<file path="config.mk">
export PLATFORM = sky130hd
export DESIGN_NAME = supply_fault_response
export DESIGN_NICKNAME = d
export VERILOG_FILES = /design/src/fault_resp_pkg.sv /design/src/excursion_filter.sv /design/src/supply_fault_response.sv
export VERILOG_INCLUDE_DIRS = /design/src /design/src/src
export SDC_FILE = /design/constraint.sdc
export NUM_CORES = 2
export LEC_CHECK = 0
export BUFFER_PORTS_ARGS = -buffer_cell sky130_fd_sc_hd__buf_2
export CAP_MARGIN = 10
export CORE_MARGIN = 2
export CORE_UTILIZATION = 40
export DETAILED_ROUTE_END_ITERATION = 10
export GPL_TIMING_DRIVEN = 0
export PLACE_DENSITY = 0.6
export SETUP_SLACK_MARGIN = 0.5
export SLEW_MARGIN = 0
export SYNTH_ARGS = -nofsm -noshare
export SYNTH_HDL_FRONTEND = slang
export SYNTH_SLANG_ARGS = --single-unit
</file>
<file path="constraint.sdc">
create_clock -name ref_clk -period 6.1 [get_ports ref_clk]
set_input_delay 0.915 -clock ref_clk [delete_from_list [all_inputs] [get_ports ref_clk]]
set_output_delay 0.915 -clock ref_clk [all_outputs]
set_load 0.02 [all_outputs]
</file>
<file path="src/fault_resp_cfg.svh">
// Purpose: constants for the supply fault response block
// Assumes: 250 MHz reference clock
// Notes:   field positions of the per-channel reaction word
`ifndef FAULT_RESP_CFG_SVH
`define FAULT_RESP_CFG_SVH

`define FRC_OFFSET        8'hd9
`define FRC_RESET         32'h0000_0000
`define FRC_RSVD_MASK     32'h0f0f_f7ff
`define FRC_OV_LSB        0
`define FRC_UV_LSB        2
`define FRC_SEQ_LSB       4
`define FRC_OT_LSB        6
`define FRC_FILT_LSB      12
`define FRC_GLOBAL_BIT    14
`define FRC_LOG_BIT       15
`define FRC_ASSERT_LSB    16
`define FRC_RESPOND_LSB   24
`define SEL_VOLT_SEQ      6'h10
`define SEL_VOLT          6'h20
`define SEL_CURR          6'h22
`define CLK_MHZ           250
`define FILT_2MS_MS       2
`define FILT_3MS_MS       3
`define FILT_4MS_MS       4
`define FILT_2MS_CYC      (`FILT_2MS_MS * 1000 * `CLK_MHZ)
`define FILT_3MS_CYC      (`FILT_3MS_MS * 1000 * `CLK_MHZ)
`define FILT_4MS_CYC      (`FILT_4MS_MS * 1000 * `CLK_MHZ)
`define NUM_CH            16
`define NUM_LINES         4

`endif

</file>
<file path="src/fault_resp_pkg.sv">
// Purpose: shared types of the supply fault response block
// Assumes: nothing beyond the cfg header
// Notes:   reaction codes follow the two-bit response field
package fault_resp_pkg;
  typedef logic [1:0] reaction_t;
  localparam reaction_t REACT_NONE  = 2'h0;
  localparam reaction_t REACT_LATCH = 2'h1;
  localparam reaction_t REACT_RETRY = 2'h2;
  localparam reaction_t REACT_CONT  = 2'h3;
  typedef enum logic [1:0] {ST_OFF, ST_ON, ST_DELAY, ST_HOLD} ch_state_e;
endpackage

</file>
<file path="src/excursion_filter.sv">
// Purpose: persistence filter for one raw excursion
// Assumes: raw input synchronous to ref_clk
// Notes:   counts run at the full clock; long counts are parameters
`include "fault_resp_cfg.svh"
module excursion_filter #(
  parameter int unsigned CYC_2MS = `FILT_2MS_CYC,
  parameter int unsigned CYC_3MS = `FILT_3MS_CYC,
  parameter int unsigned CYC_4MS = `FILT_4MS_CYC
) (
  input  wire logic       ref_clk,
  input  wire logic       rst_n,
  input  wire logic [1:0] filt_sel,
  input  wire logic       bypass,
  input  wire logic       raw,
  output logic            declared
);
  logic [20:0] cnt;
  wire  [20:0] limit;
  wire         reached;
  // ------------------------------------------------------------
  // persistence count
  // ------------------------------------------------------------
  // selectable persistence time
  assign limit = (filt_sel == 2'h1) ? 21'(CYC_2MS) :
                 (filt_sel == 2'h2) ? 21'(CYC_3MS) :
                 (filt_sel == 2'h3) ? 21'(CYC_4MS) : 21'h0;
  assign reached = bypass || (filt_sel == 2'h0) || (cnt >= limit);
  always_ff @(posedge ref_clk)
  begin
    if (!rst_n || !raw)
      cnt <= 21'h0;
    else if (!reached)
      cnt <= cnt + 21'h1;
  end
  always_ff @(posedge ref_clk)
  begin
    if (!rst_n)
      declared <= 1'b0;
    else
      declared <= raw && reached;
  end
endmodule

</file>
<file path="src/supply_fault_response.sv">
// Purpose: per-channel fault reaction, fault line control and log gating
// Assumes: raw fault inputs already compared against thresholds
// Notes:   fault lines are open drain, enable high means pull low
`include "fault_resp_cfg.svh"
module supply_fault_response
  import fault_resp_pkg::*;
#(
  parameter int unsigned CYC_2MS = `FILT_2MS_CYC,
  parameter int unsigned CYC_3MS = `FILT_3MS_CYC,
  parameter int unsigned CYC_4MS = `FILT_4MS_CYC
) (
  input  wire logic                  ref_clk,
  input  wire logic                  rst_n,
  input  wire logic                  cfg_wr,
  input  wire logic [3:0]            cfg_page,
  input  wire logic [31:0]           cfg_wdata,
  output logic      [31:0]           cfg_rdata,
  input  wire logic                  alert_enable,
  input  wire logic                  clear_faults,
  input  wire logic                  master_on,
  input  wire logic                  seq_request,
  input  wire logic                  toff_mode_delayed,
  input  wire logic                  toff_expired,
  input  wire logic                  retry_expired,
  input  wire logic [`NUM_CH*6-1:0]  channel_input_config,
  input  wire logic                  temp_sensor_enable,
  input  wire logic [`NUM_CH-1:0]    ov_raw,
  input  wire logic [`NUM_CH-1:0]    oc_raw,
  input  wire logic [`NUM_CH-1:0]    uv_raw,
  input  wire logic [`NUM_CH-1:0]    pgood,
  input  wire logic [`NUM_CH-1:0]    ton_max_expired,
  input  wire logic                  ot_raw,
  input  wire logic                  cml_fault,
  input  wire logic [`NUM_LINES-1:0] fault_line_in,
  output logic      [`NUM_LINES-1:0] fault_line_oe,
  output logic      [`NUM_LINES-1:0] fault_line_out,
  output logic      [`NUM_CH-1:0]    supply_enable_out,
  output logic      [`NUM_CH-1:0]    ov_status,
  output logic      [`NUM_CH-1:0]    uv_status,
  output logic      [`NUM_CH-1:0]    seq_status,
  output logic                       ot_status,
  output logic                       cml_status,
  output logic                       alert_n,
  output logic      [`NUM_CH-1:0]    log_request,
  output logic      [`NUM_CH*4-1:0]  log_class
);
  // ------------------------------------------------------------
  // configuration storage
  // ------------------------------------------------------------
  logic [31:0]           frc [`NUM_CH];
  ch_state_e             st [`NUM_CH];
  logic [`NUM_CH-1:0]    retry_mode;
  logic [`NUM_CH-1:0]    uv_armed;
  logic [`NUM_CH*4-1:0]  logged;
  logic [`NUM_CH-1:0]    unlatch;
  logic                  master_q;
  wire                   master_toggle;
  wire  [`NUM_CH-1:0]    ov_f;
  wire  [`NUM_CH-1:0]    uv_f;
  wire  [`NUM_CH-1:0]    own_any;
  wire  [`NUM_CH-1:0]    react_fault;
  wire  [`NUM_CH-1:0]    precheck_bad;
  wire  [`NUM_CH-1:0]    line_hit;
  wire  [`NUM_CH-1:0]    seq_flt;
  wire  [`NUM_LINES-1:0] next_line_drive;
  reaction_t             worst_ot;
  logic [`NUM_LINES-1:0] global_assert;
  logic [`NUM_LINES-1:0] sum_drive;

  assign master_toggle = master_on != master_q;
  // ------------------------------------------------------------
  // register port
  // ------------------------------------------------------------
  always_ff @(posedge ref_clk)
  begin
    if (!rst_n)
      for (int i = 0; i < `NUM_CH; i++)
        frc[i] <= `FRC_RESET;
    else if (cfg_wr)
      frc[cfg_page] <= cfg_wdata & `FRC_RSVD_MASK;
  end
  always_ff @(posedge ref_clk)
  begin
    if (!rst_n)
      cfg_rdata <= 32'h0;
    else
      cfg_rdata <= frc[cfg_page];
  end
  // worst global temperature reaction: latch beats retry beats others
  always_comb
  begin
    worst_ot = REACT_NONE;
    global_assert = '0;
    sum_drive = '0;
    for (int i = 0; i < `NUM_CH; i++)
    begin
      if (frc[i][`FRC_GLOBAL_BIT])
      begin
        global_assert = global_assert | frc[i][`FRC_ASSERT_LSB +: 4];
        if (frc[i][`FRC_OT_LSB +: 2] == REACT_LATCH)
          worst_ot = REACT_LATCH;
        else if (frc[i][`FRC_OT_LSB +: 2] == REACT_RETRY && worst_ot != REACT_LATCH)
          worst_ot = REACT_RETRY;
      end
      if (st[i] == ST_HOLD)
        sum_drive = sum_drive | frc[i][`FRC_ASSERT_LSB +: 4];
    end
  end
  // ------------------------------------------------------------
  // per-channel detection and reaction
  // ------------------------------------------------------------
  genvar g;
  generate
    for (g = 0; g < `NUM_CH; g++)
    begin : gen_ch
      wire [5:0]  sel = channel_input_config[g*6 +: 6];
      wire        volt_mon = (sel == `SEL_VOLT_SEQ) || (sel == `SEL_VOLT);
      wire        curr_mon = sel == `SEL_CURR;
      wire        ovoc_raw = (volt_mon && ov_raw[g]) || (curr_mon && oc_raw[g]);
      wire        glob = frc[g][`FRC_GLOBAL_BIT];
      wire        ot_f = temp_sensor_enable && ot_raw;
      wire reaction_t r_ov = frc[g][`FRC_OV_LSB +: 2];
      wire reaction_t r_uv = curr_mon ? REACT_NONE : reaction_t'(frc[g][`FRC_UV_LSB +: 2]);
      wire reaction_t r_sq = curr_mon ? REACT_NONE : reaction_t'(frc[g][`FRC_SEQ_LSB +: 2]);
      // worst global reaction on global channels
      wire reaction_t r_ot = glob ? worst_ot : reaction_t'(frc[g][`FRC_OT_LSB +: 2]);
      wire act_ov = r_ov == REACT_LATCH || r_ov == REACT_RETRY;
      wire act_uv = r_uv == REACT_LATCH || r_uv == REACT_RETRY;
      wire act_sq = r_sq == REACT_LATCH || r_sq == REACT_RETRY;
      wire act_ot = r_ot == REACT_LATCH || r_ot == REACT_RETRY;
      excursion_filter #(
        .CYC_2MS (CYC_2MS),
        .CYC_3MS (CYC_3MS),
        .CYC_4MS (CYC_4MS)
      ) u_ov (
        .ref_clk  (ref_clk),
        .rst_n    (rst_n),
        .filt_sel (frc[g][`FRC_FILT_LSB +: 2]),
        .bypass   (1'b0),
        .raw      (ovoc_raw),
        .declared (ov_f[g])
      );
      // uv only once armed by power good
      excursion_filter #(
        .CYC_2MS (CYC_2MS),
        .CYC_3MS (CYC_3MS),
        .CYC_4MS (CYC_4MS)
      ) u_uv (
        .ref_clk  (ref_clk),
        .rst_n    (rst_n),
        .filt_sel (frc[g][`FRC_FILT_LSB +: 2]),
        .bypass   (1'b0),
        .raw      (volt_mon && uv_armed[g] && uv_raw[g]),
        .declared (uv_f[g])
      );
      // turn-on timeout only while sequencing on, select 10h
      // timeout without power good counts as a sequencing fault at turn-on
      assign seq_flt[g] = (sel == `SEL_VOLT_SEQ) && seq_request && supply_enable_out[g] &&
                          !pgood[g] && ton_max_expired[g];
      assign precheck_bad[g] = (act_ov && ovoc_raw) || (act_ot && ot_f);
      assign own_any[g] = precheck_bad[g] || (act_uv && uv_f[g]) || (act_sq && seq_flt[g]);
      assign react_fault[g] = (act_ov && ov_f[g]) || (act_uv && uv_f[g]) ||
                              (act_sq && seq_flt[g]) || (act_ot && ot_f);
      // only global channels obey selected lines
      assign line_hit[g] = glob && |(frc[g][`FRC_RESPOND_LSB +: 4] & ~fault_line_in);
      wire retry_pick = (act_ov && ov_f[g] && r_ov == REACT_RETRY) ||
                        (act_uv && uv_f[g] && r_uv == REACT_RETRY) ||
                        (act_sq && seq_flt[g] && r_sq == REACT_RETRY) ||
                        (act_ot && ot_f && r_ot == REACT_RETRY);
      wire [3:0] cls = {ot_f, seq_flt[g], uv_f[g], ov_f[g]};
      wire [3:0] cls_act = {act_ot || r_ot == REACT_CONT, act_sq || r_sq == REACT_CONT,
                            act_uv || r_uv == REACT_CONT, act_ov || r_ov == REACT_CONT};
      // log when bit 15 set and reaction is not none
      // one entry per class until cleared
      wire [3:0] new_log = cls & cls_act & ~logged[g*4 +: 4] & {4{frc[g][`FRC_LOG_BIT]}};
      always_ff @(posedge ref_clk)
      begin
        if (!rst_n)
          logged[g*4 +: 4] <= 4'h0;
        else
          logged[g*4 +: 4] <= (clear_faults ? 4'h0 : logged[g*4 +: 4]) | new_log;
      end
      always_ff @(posedge ref_clk)
      begin
        if (!rst_n)
        begin
          log_request[g] <= 1'b0;
          log_class[g*4 +: 4] <= 4'h0;
        end
        else
        begin
          log_request[g] <= |new_log;
          log_class[g*4 +: 4] <= new_log;
        end
      end
      always_ff @(posedge ref_clk)
      begin
        if (!rst_n || !supply_enable_out[g])
          uv_armed[g] <= 1'b0;
        else if (pgood[g])
          uv_armed[g] <= 1'b1;
      end
      always_ff @(posedge ref_clk)
      begin
        if (!rst_n)
        begin
          ov_status[g] <= 1'b0;
          uv_status[g] <= 1'b0;
          seq_status[g] <= 1'b0;
        end
        else
        begin
          ov_status[g] <= ov_f[g] || (ov_status[g] && !clear_faults);
          uv_status[g] <= uv_f[g] || (uv_status[g] && !clear_faults);
          seq_status[g] <= seq_flt[g] || (seq_status[g] && !clear_faults);
        end
      end
      // channel state machine
      always_ff @(posedge ref_clk)
      begin
        if (!rst_n)
        begin
          st[g] <= ST_OFF;
          retry_mode[g] <= 1'b0;
          unlatch[g] <= 1'b0;
          supply_enable_out[g] <= 1'b0;
        end
        else
        begin
          case (st[g])
            ST_OFF:
            begin
              // no enable while a fault or line is present
              // wait for monitored lines to release
              if (master_on && seq_request && !own_any[g] && !line_hit[g])
              begin
                st[g] <= ST_ON;
                supply_enable_out[g] <= 1'b1;
              end
            end
            ST_ON:
            begin
              // local faults turn this channel off directly, or at toff_expired when turn-off is delayed
              // without delayed turn-off, global faults only assert lines, then obey them
              // line hit drops enable, now or after delay
              if (!master_on)
              begin
                st[g] <= ST_OFF;
                supply_enable_out[g] <= 1'b0;
              end
              else if (react_fault[g])
              begin
                // hold keeps lines driven and channel off; a global channel goes off only on a line hit
                st[g] <= toff_mode_delayed ? ST_DELAY : ST_HOLD;
                supply_enable_out[g] <= toff_mode_delayed || glob;
                retry_mode[g] <= retry_pick;
              end
              else if (line_hit[g])
              begin
                st[g] <= toff_mode_delayed ? ST_DELAY : ST_OFF;
                supply_enable_out[g] <= toff_mode_delayed;
                retry_mode[g] <= 1'b0;
              end
            end
            ST_DELAY:
            begin
              if (toff_expired && !(glob && !line_hit[g] && react_fault[g]))
              begin
                st[g] <= (react_fault[g] || retry_mode[g]) ? ST_HOLD : ST_OFF;
                supply_enable_out[g] <= 1'b0;
              end
            end
            ST_HOLD:
            begin
              if (!glob || line_hit[g])
                supply_enable_out[g] <= 1'b0;
              // latched channel waits for master toggle
              // lines stay while a fault persists
              // retry releases lines once faults cleared
              unlatch[g] <= (unlatch[g] || master_toggle) && own_any[g];
              if ((unlatch[g] || master_toggle || (retry_mode[g] && retry_expired)) &&
                  !own_any[g])
                st[g] <= ST_OFF;
            end
            default:
            begin
              st[g] <= ST_OFF;
              supply_enable_out[g] <= 1'b0;
            end
          endcase
        end
      end
    end
  endgenerate
  // ------------------------------------------------------------
  // shared fault lines and alert
  // ------------------------------------------------------------
  // temperature latch/retry drives every global assert line
  // communication faults never reach the lines
  assign next_line_drive = sum_drive |
    ((temp_sensor_enable && ot_raw &&
      (worst_ot == REACT_LATCH || worst_ot == REACT_RETRY)) ? global_assert : 4'h0);
  always_ff @(posedge ref_clk)
  begin
    if (!rst_n)
    begin
      fault_line_oe <= 4'h0;
      fault_line_out <= 4'h0;
      master_q <= 1'b0;
    end
    else
    begin
      fault_line_oe <= next_line_drive;
      fault_line_out <= 4'h0;
      master_q <= master_on;
    end
  end
  always_ff @(posedge ref_clk)
  begin
    if (!rst_n)
    begin
      ot_status <= 1'b0;
      cml_status <= 1'b0;
      alert_n <= 1'b1;
    end
    else
    begin
      ot_status <= (temp_sensor_enable && ot_raw) || (ot_status && !clear_faults);
      cml_status <= cml_fault || (cml_status && !clear_faults);
      alert_n <= !(alert_enable && (|ov_status || |uv_status || |seq_status ||
                                    ot_status || cml_status));
    end
  end
endmodule

</file>
==> impl_metrics.ini <==
[floorplan]
num_rows = 161
die_w_um = 444.8
core_mm2 = 0.1928
ioPinCount = 416
die_y_um = 444.8
start_util_pct = 40.31
dieArea_mm2 = 0.1978

[clocking]
h-tree-depth = 4
clk_latency_ns = 0.86
ctsRootBufferMaster = clkbuf_16
cts_buffer_depth = 3
numCtsBuffers = 159
clock_sinks = 1391
path_clk_slew_ns = 0.06
hold_buffers = 0
cts_tree = built

[layout]
area_delta_synth_final_pct = 14.89
stdcell_count = 11550
drive_gt1_share_pct = 10.13
layout.nets = 9799

[power]
internal-power_w = 0.01649
power.density_mw_per_mm2 = 253.9
p_seq_share_pct = 44.5
p_sw_w = 0.006178
p_sw_share_pct = 27.25
p_leak_nw = 34.90
power.share.clock_pct = 44.9
vdd_drop_max_v = 0.0003259
p_comb_share_pct = 10.6

[critical_path]
path_buf_inv = 3
required_ns = 6.55
cpMostUsedCell = clkbuf_1
end_kind = flip-flop
path_delay_family = simple AND/OR/NAND/NOR gates
crit_slowest_cell = nor3_1
critPathMaxFanout = 23
path_class = in2reg
arrival_ns = 6.20
crit_chain = clkbuf_1 -> clkbuf_1 -> clkbuf_1 -> nand4b_1 -> nor3_1 -> nand2b_2
start_kind = primary input
max_stage_delay_ns = 1.41

[yosys]
yosysSeqAreaShare_pct = 40.98
synth_cells = 8264
synth.distinct_cells = 99
syn_area_per_cell_um2 = 9.404
synth.ff_latch_count = 1391
synth.area.top_cells = dfxtp_1, edfxtp_1, ha_1
synth_top_area_share_pct = 25.53
ys_warn_count = 0
async_reset_ff_share_pct = 0
synth_largest_area_cell = dfxtp_1
ys.flop_type = dfxtp_1
synth_edf_count = 400
synth_area_mm2 = 0.07771

[status]
status = complete, but fails checks
failed_checks = capacitance limit, slew limit

[placement]
gp_congestion = 1.046
numPortBuffers = 387
hpwl_mm = 219.9
place_inst = 11220

[timing]
worst_slew_pin_slew_ns = 1.552
setup_viol = 0
final_hold_viol_count = 0
clock_skew_ns = 0.03590
drv_slew = 7
max_freq_mhz = 174.1
relSlewSlack_pct = -4.293
rsz0062_at_grt = false
post-route-period-util_pct = 94.16
min_period_ns = 5.744
timing.hold.ws_ns = 0.2881

[global_route]
grt_pass1_wl_mm = 415.4
gr-total-overflow = 0
grt_max_degree = 24
antenna_found_initial = 54
first_global_vias = 63830
grt_use_total_pct = 28.20

[routing]
drc = 0
dr.first_iter.drc_count = 6709
vias_per_cell = 5.784
wl_per_cell_um = 24.83
wirelength_mm = 286.8
ant_nets = 0
first_pass_iters = 8
route.vias.total = 66820

[worst_hold_path]
hold_path_class = in2reg

[flow_run]
maxCapViolCount = 1
[per-layer routing]
metal	vias to the layer above	global-route usage, %	part of all wire, %
li1	31010	-	-
met2	2650	44.06	44
met1	32320	34.34	39
met5	-	0	0.090
met4	44	19.15	7.8
met3	786	6.895	9.1
[timing repair]
action | 4_1_cts | 5_1_grt
buffers inserted | 3 | 5
pin swaps | 2 | 2
resized for setup | 7 | 5
endpoints found under the setup margin | 91 | 33
[per-stage QoR]
stage | cell area, µm² | total power [W] | utilization [%] | setup TNS (ns) | setup slack, ns
detailed placement | 83550 | 0.01256 | 43.34 | -6.765 | -0.3752
global placement | 82860 | 0.01249 | 42.98 | -1260.74 | -3.431
CTS | 89110 | 0.02267 | 46.22 | 0 | 0.5807
global route | 89240 | 0.02327 | 46.29 | 0 | 0.5047
floorplan | 77760 | 0.01143 | - | 0 | 1.873
finish | 89280 | 0.02267 | 46.31 | 0 | 0.3563
[sequential cells by signal (all words and copies together) (netlist names), 4 cells and up]
| signal | flops |
|---|---|
| supply_enable_out | 16 |
| cfg_rdata | 23 |
| ov_status | 16 |
| logged | 64 |
| log_request | 16 |
| seq_status | 16 |
| gen_ch.u_uv.cnt | 336 |
| gen_ch.u_uv.declared | 16 |
| log_class | 64 |
| st | 32 |
| gen_ch.u_ov.declared | 16 |
| uv_armed | 16 |
| frc | 368 |
| retry_mode | 16 |
| uv_status | 16 |
| fault_line_oe | 4 |
| gen_ch.u_ov.cnt | 336 |
| unlatch | 16 |
[cell usage in the layout, fill, tap and decap left out, types with 103 or more instances in the layout]
cell type	count
xnor2_1	328
nor2_1	844
or3_1	144
nand3_1	315
nor3_1	241
a21o_1	155
clkbuf_16	163
a21oi_1	349
edfxtp_1	400
ha_1	705
mux4_2	115
nand2_1	577
and2_1	433
and3_1	104
nand4_1	185
buf_2	400
dfxtp_1	991
nor4_1	103
xor2_1	167
o21ai_0	260
inv_1	454
clkbuf_1	319
[kinds of logic (layout without fill, tap and decap cells)]
| group | count (synthesis) | in the layout | synth area share (%) |
|---|---|---|---|
| and+or+nand+nor | 3400 | 3400 | 22.85 |
| DFF | 1391 | 1391 | 40.98 |
| AOI/OAI and AO/OA | 1317 | 1317 | 11.34 |
| buffers and inverters | 790 | 1514 | 3.893 |
| adders and majority gates | 705 | 705 | 11.35 |
| xor gates and xnor gates | 495 | 495 | 5.579 |
| muxes | 165 | 165 | 3.991 |
| other | 1 | 38 | 0.004825 |
[synth_stat cells (29+ instances only)]
cell type,count
a31oi_1,54
and3_1,104
o21a_1,38
xnor2_1,328
nand2b_1,43
o211ai_1,29
a21o_1,155
nand3_1,315
xor2_1,167
a32oi_1,31
a22oi_1,38
mux4_2,115
mux2i_1,41
or4_1,44
and2_1,433
or3_1,144
o21ai_0,272
nand2_1,578
and4_1,55
nor2_1,846
dfxtp_1,991
nor2b_1,69
a21oi_1,349
nor4_1,107
nor4b_1,72
nor3_1,243
nand4_1,185
edfxtp_1,400
ha_1,705
clkbuf_1,290
inv_1,454
[final cells by class]
cell class | count | area (µm²)
timing repair buffer | 428 | 2590
buffer | 332 | 1320
antenna | 25 | 62.56
fill | 18160 | 103500
clock inverter | 69 | 923.4
sequential | 1391 | 31850
tap | 2526 | 3161
inverter | 458 | 1719
clock buffer | 227 | 4581
multi-input combinational | 6095 | 43080
[path summary, 6_finish.rpt]
path	start	end	slack (ns)	cells past startpoint
hold / removal	alert_enable	alert_n$_SDFF_PN1_	0.29	2
setup reg to reg	frc[13][13]$_SDFFCE_PN0P_	st[1][8]$_SDFFCE_PP0P_	0.53	18
setup / recovery	cfg_page[1]	frc[2][9]$_SDFFCE_PN0P_	0.36	6
hold reg to reg	logged[26]$_SDFF_PN0_	logged[26]$_SDFF_PN0_	0.45	2
[power by group through the flow]
| stage | logic (W) | registers (W) | clock network [W] |
|---|---|---|---|
| after floorplan | 0.00130 | 0.0101 | 0 |
| after global placement | 0.00222 | 0.0103 | 0 |
| after detailed placement | 0.00231 | 0.0103 | 0 |
| after CTS | 0.00233 | 0.0101 | 0.0103 |
| after global routing | 0.00255 | 0.0101 | 0.0106 |
| final | 0.00241 | 0.0101 | 0.0102 |
[worst register-to-register path, cell delays in order (launching register included)]
cell,delay (ns)
edfxtp_1,0.41
clkbuf_1,0.38
nand3b_1,0.56
nand3_1,0.16
nor4_1,0.49
nand2_2,0.16
buf_4,0.21
nor2_4,0.14
buf_12,0.14
clkbuf_2,0.50
mux2_2,0.28
ha_1,0.13
nor2_1,0.06
a221o_1,0.36
a21o_1,0.21
nor4b_1,0.39
a21oi_1,0.15
nor2b_1,0.16
o21ai_0,0.33
(Power assumes the default switching activity.)
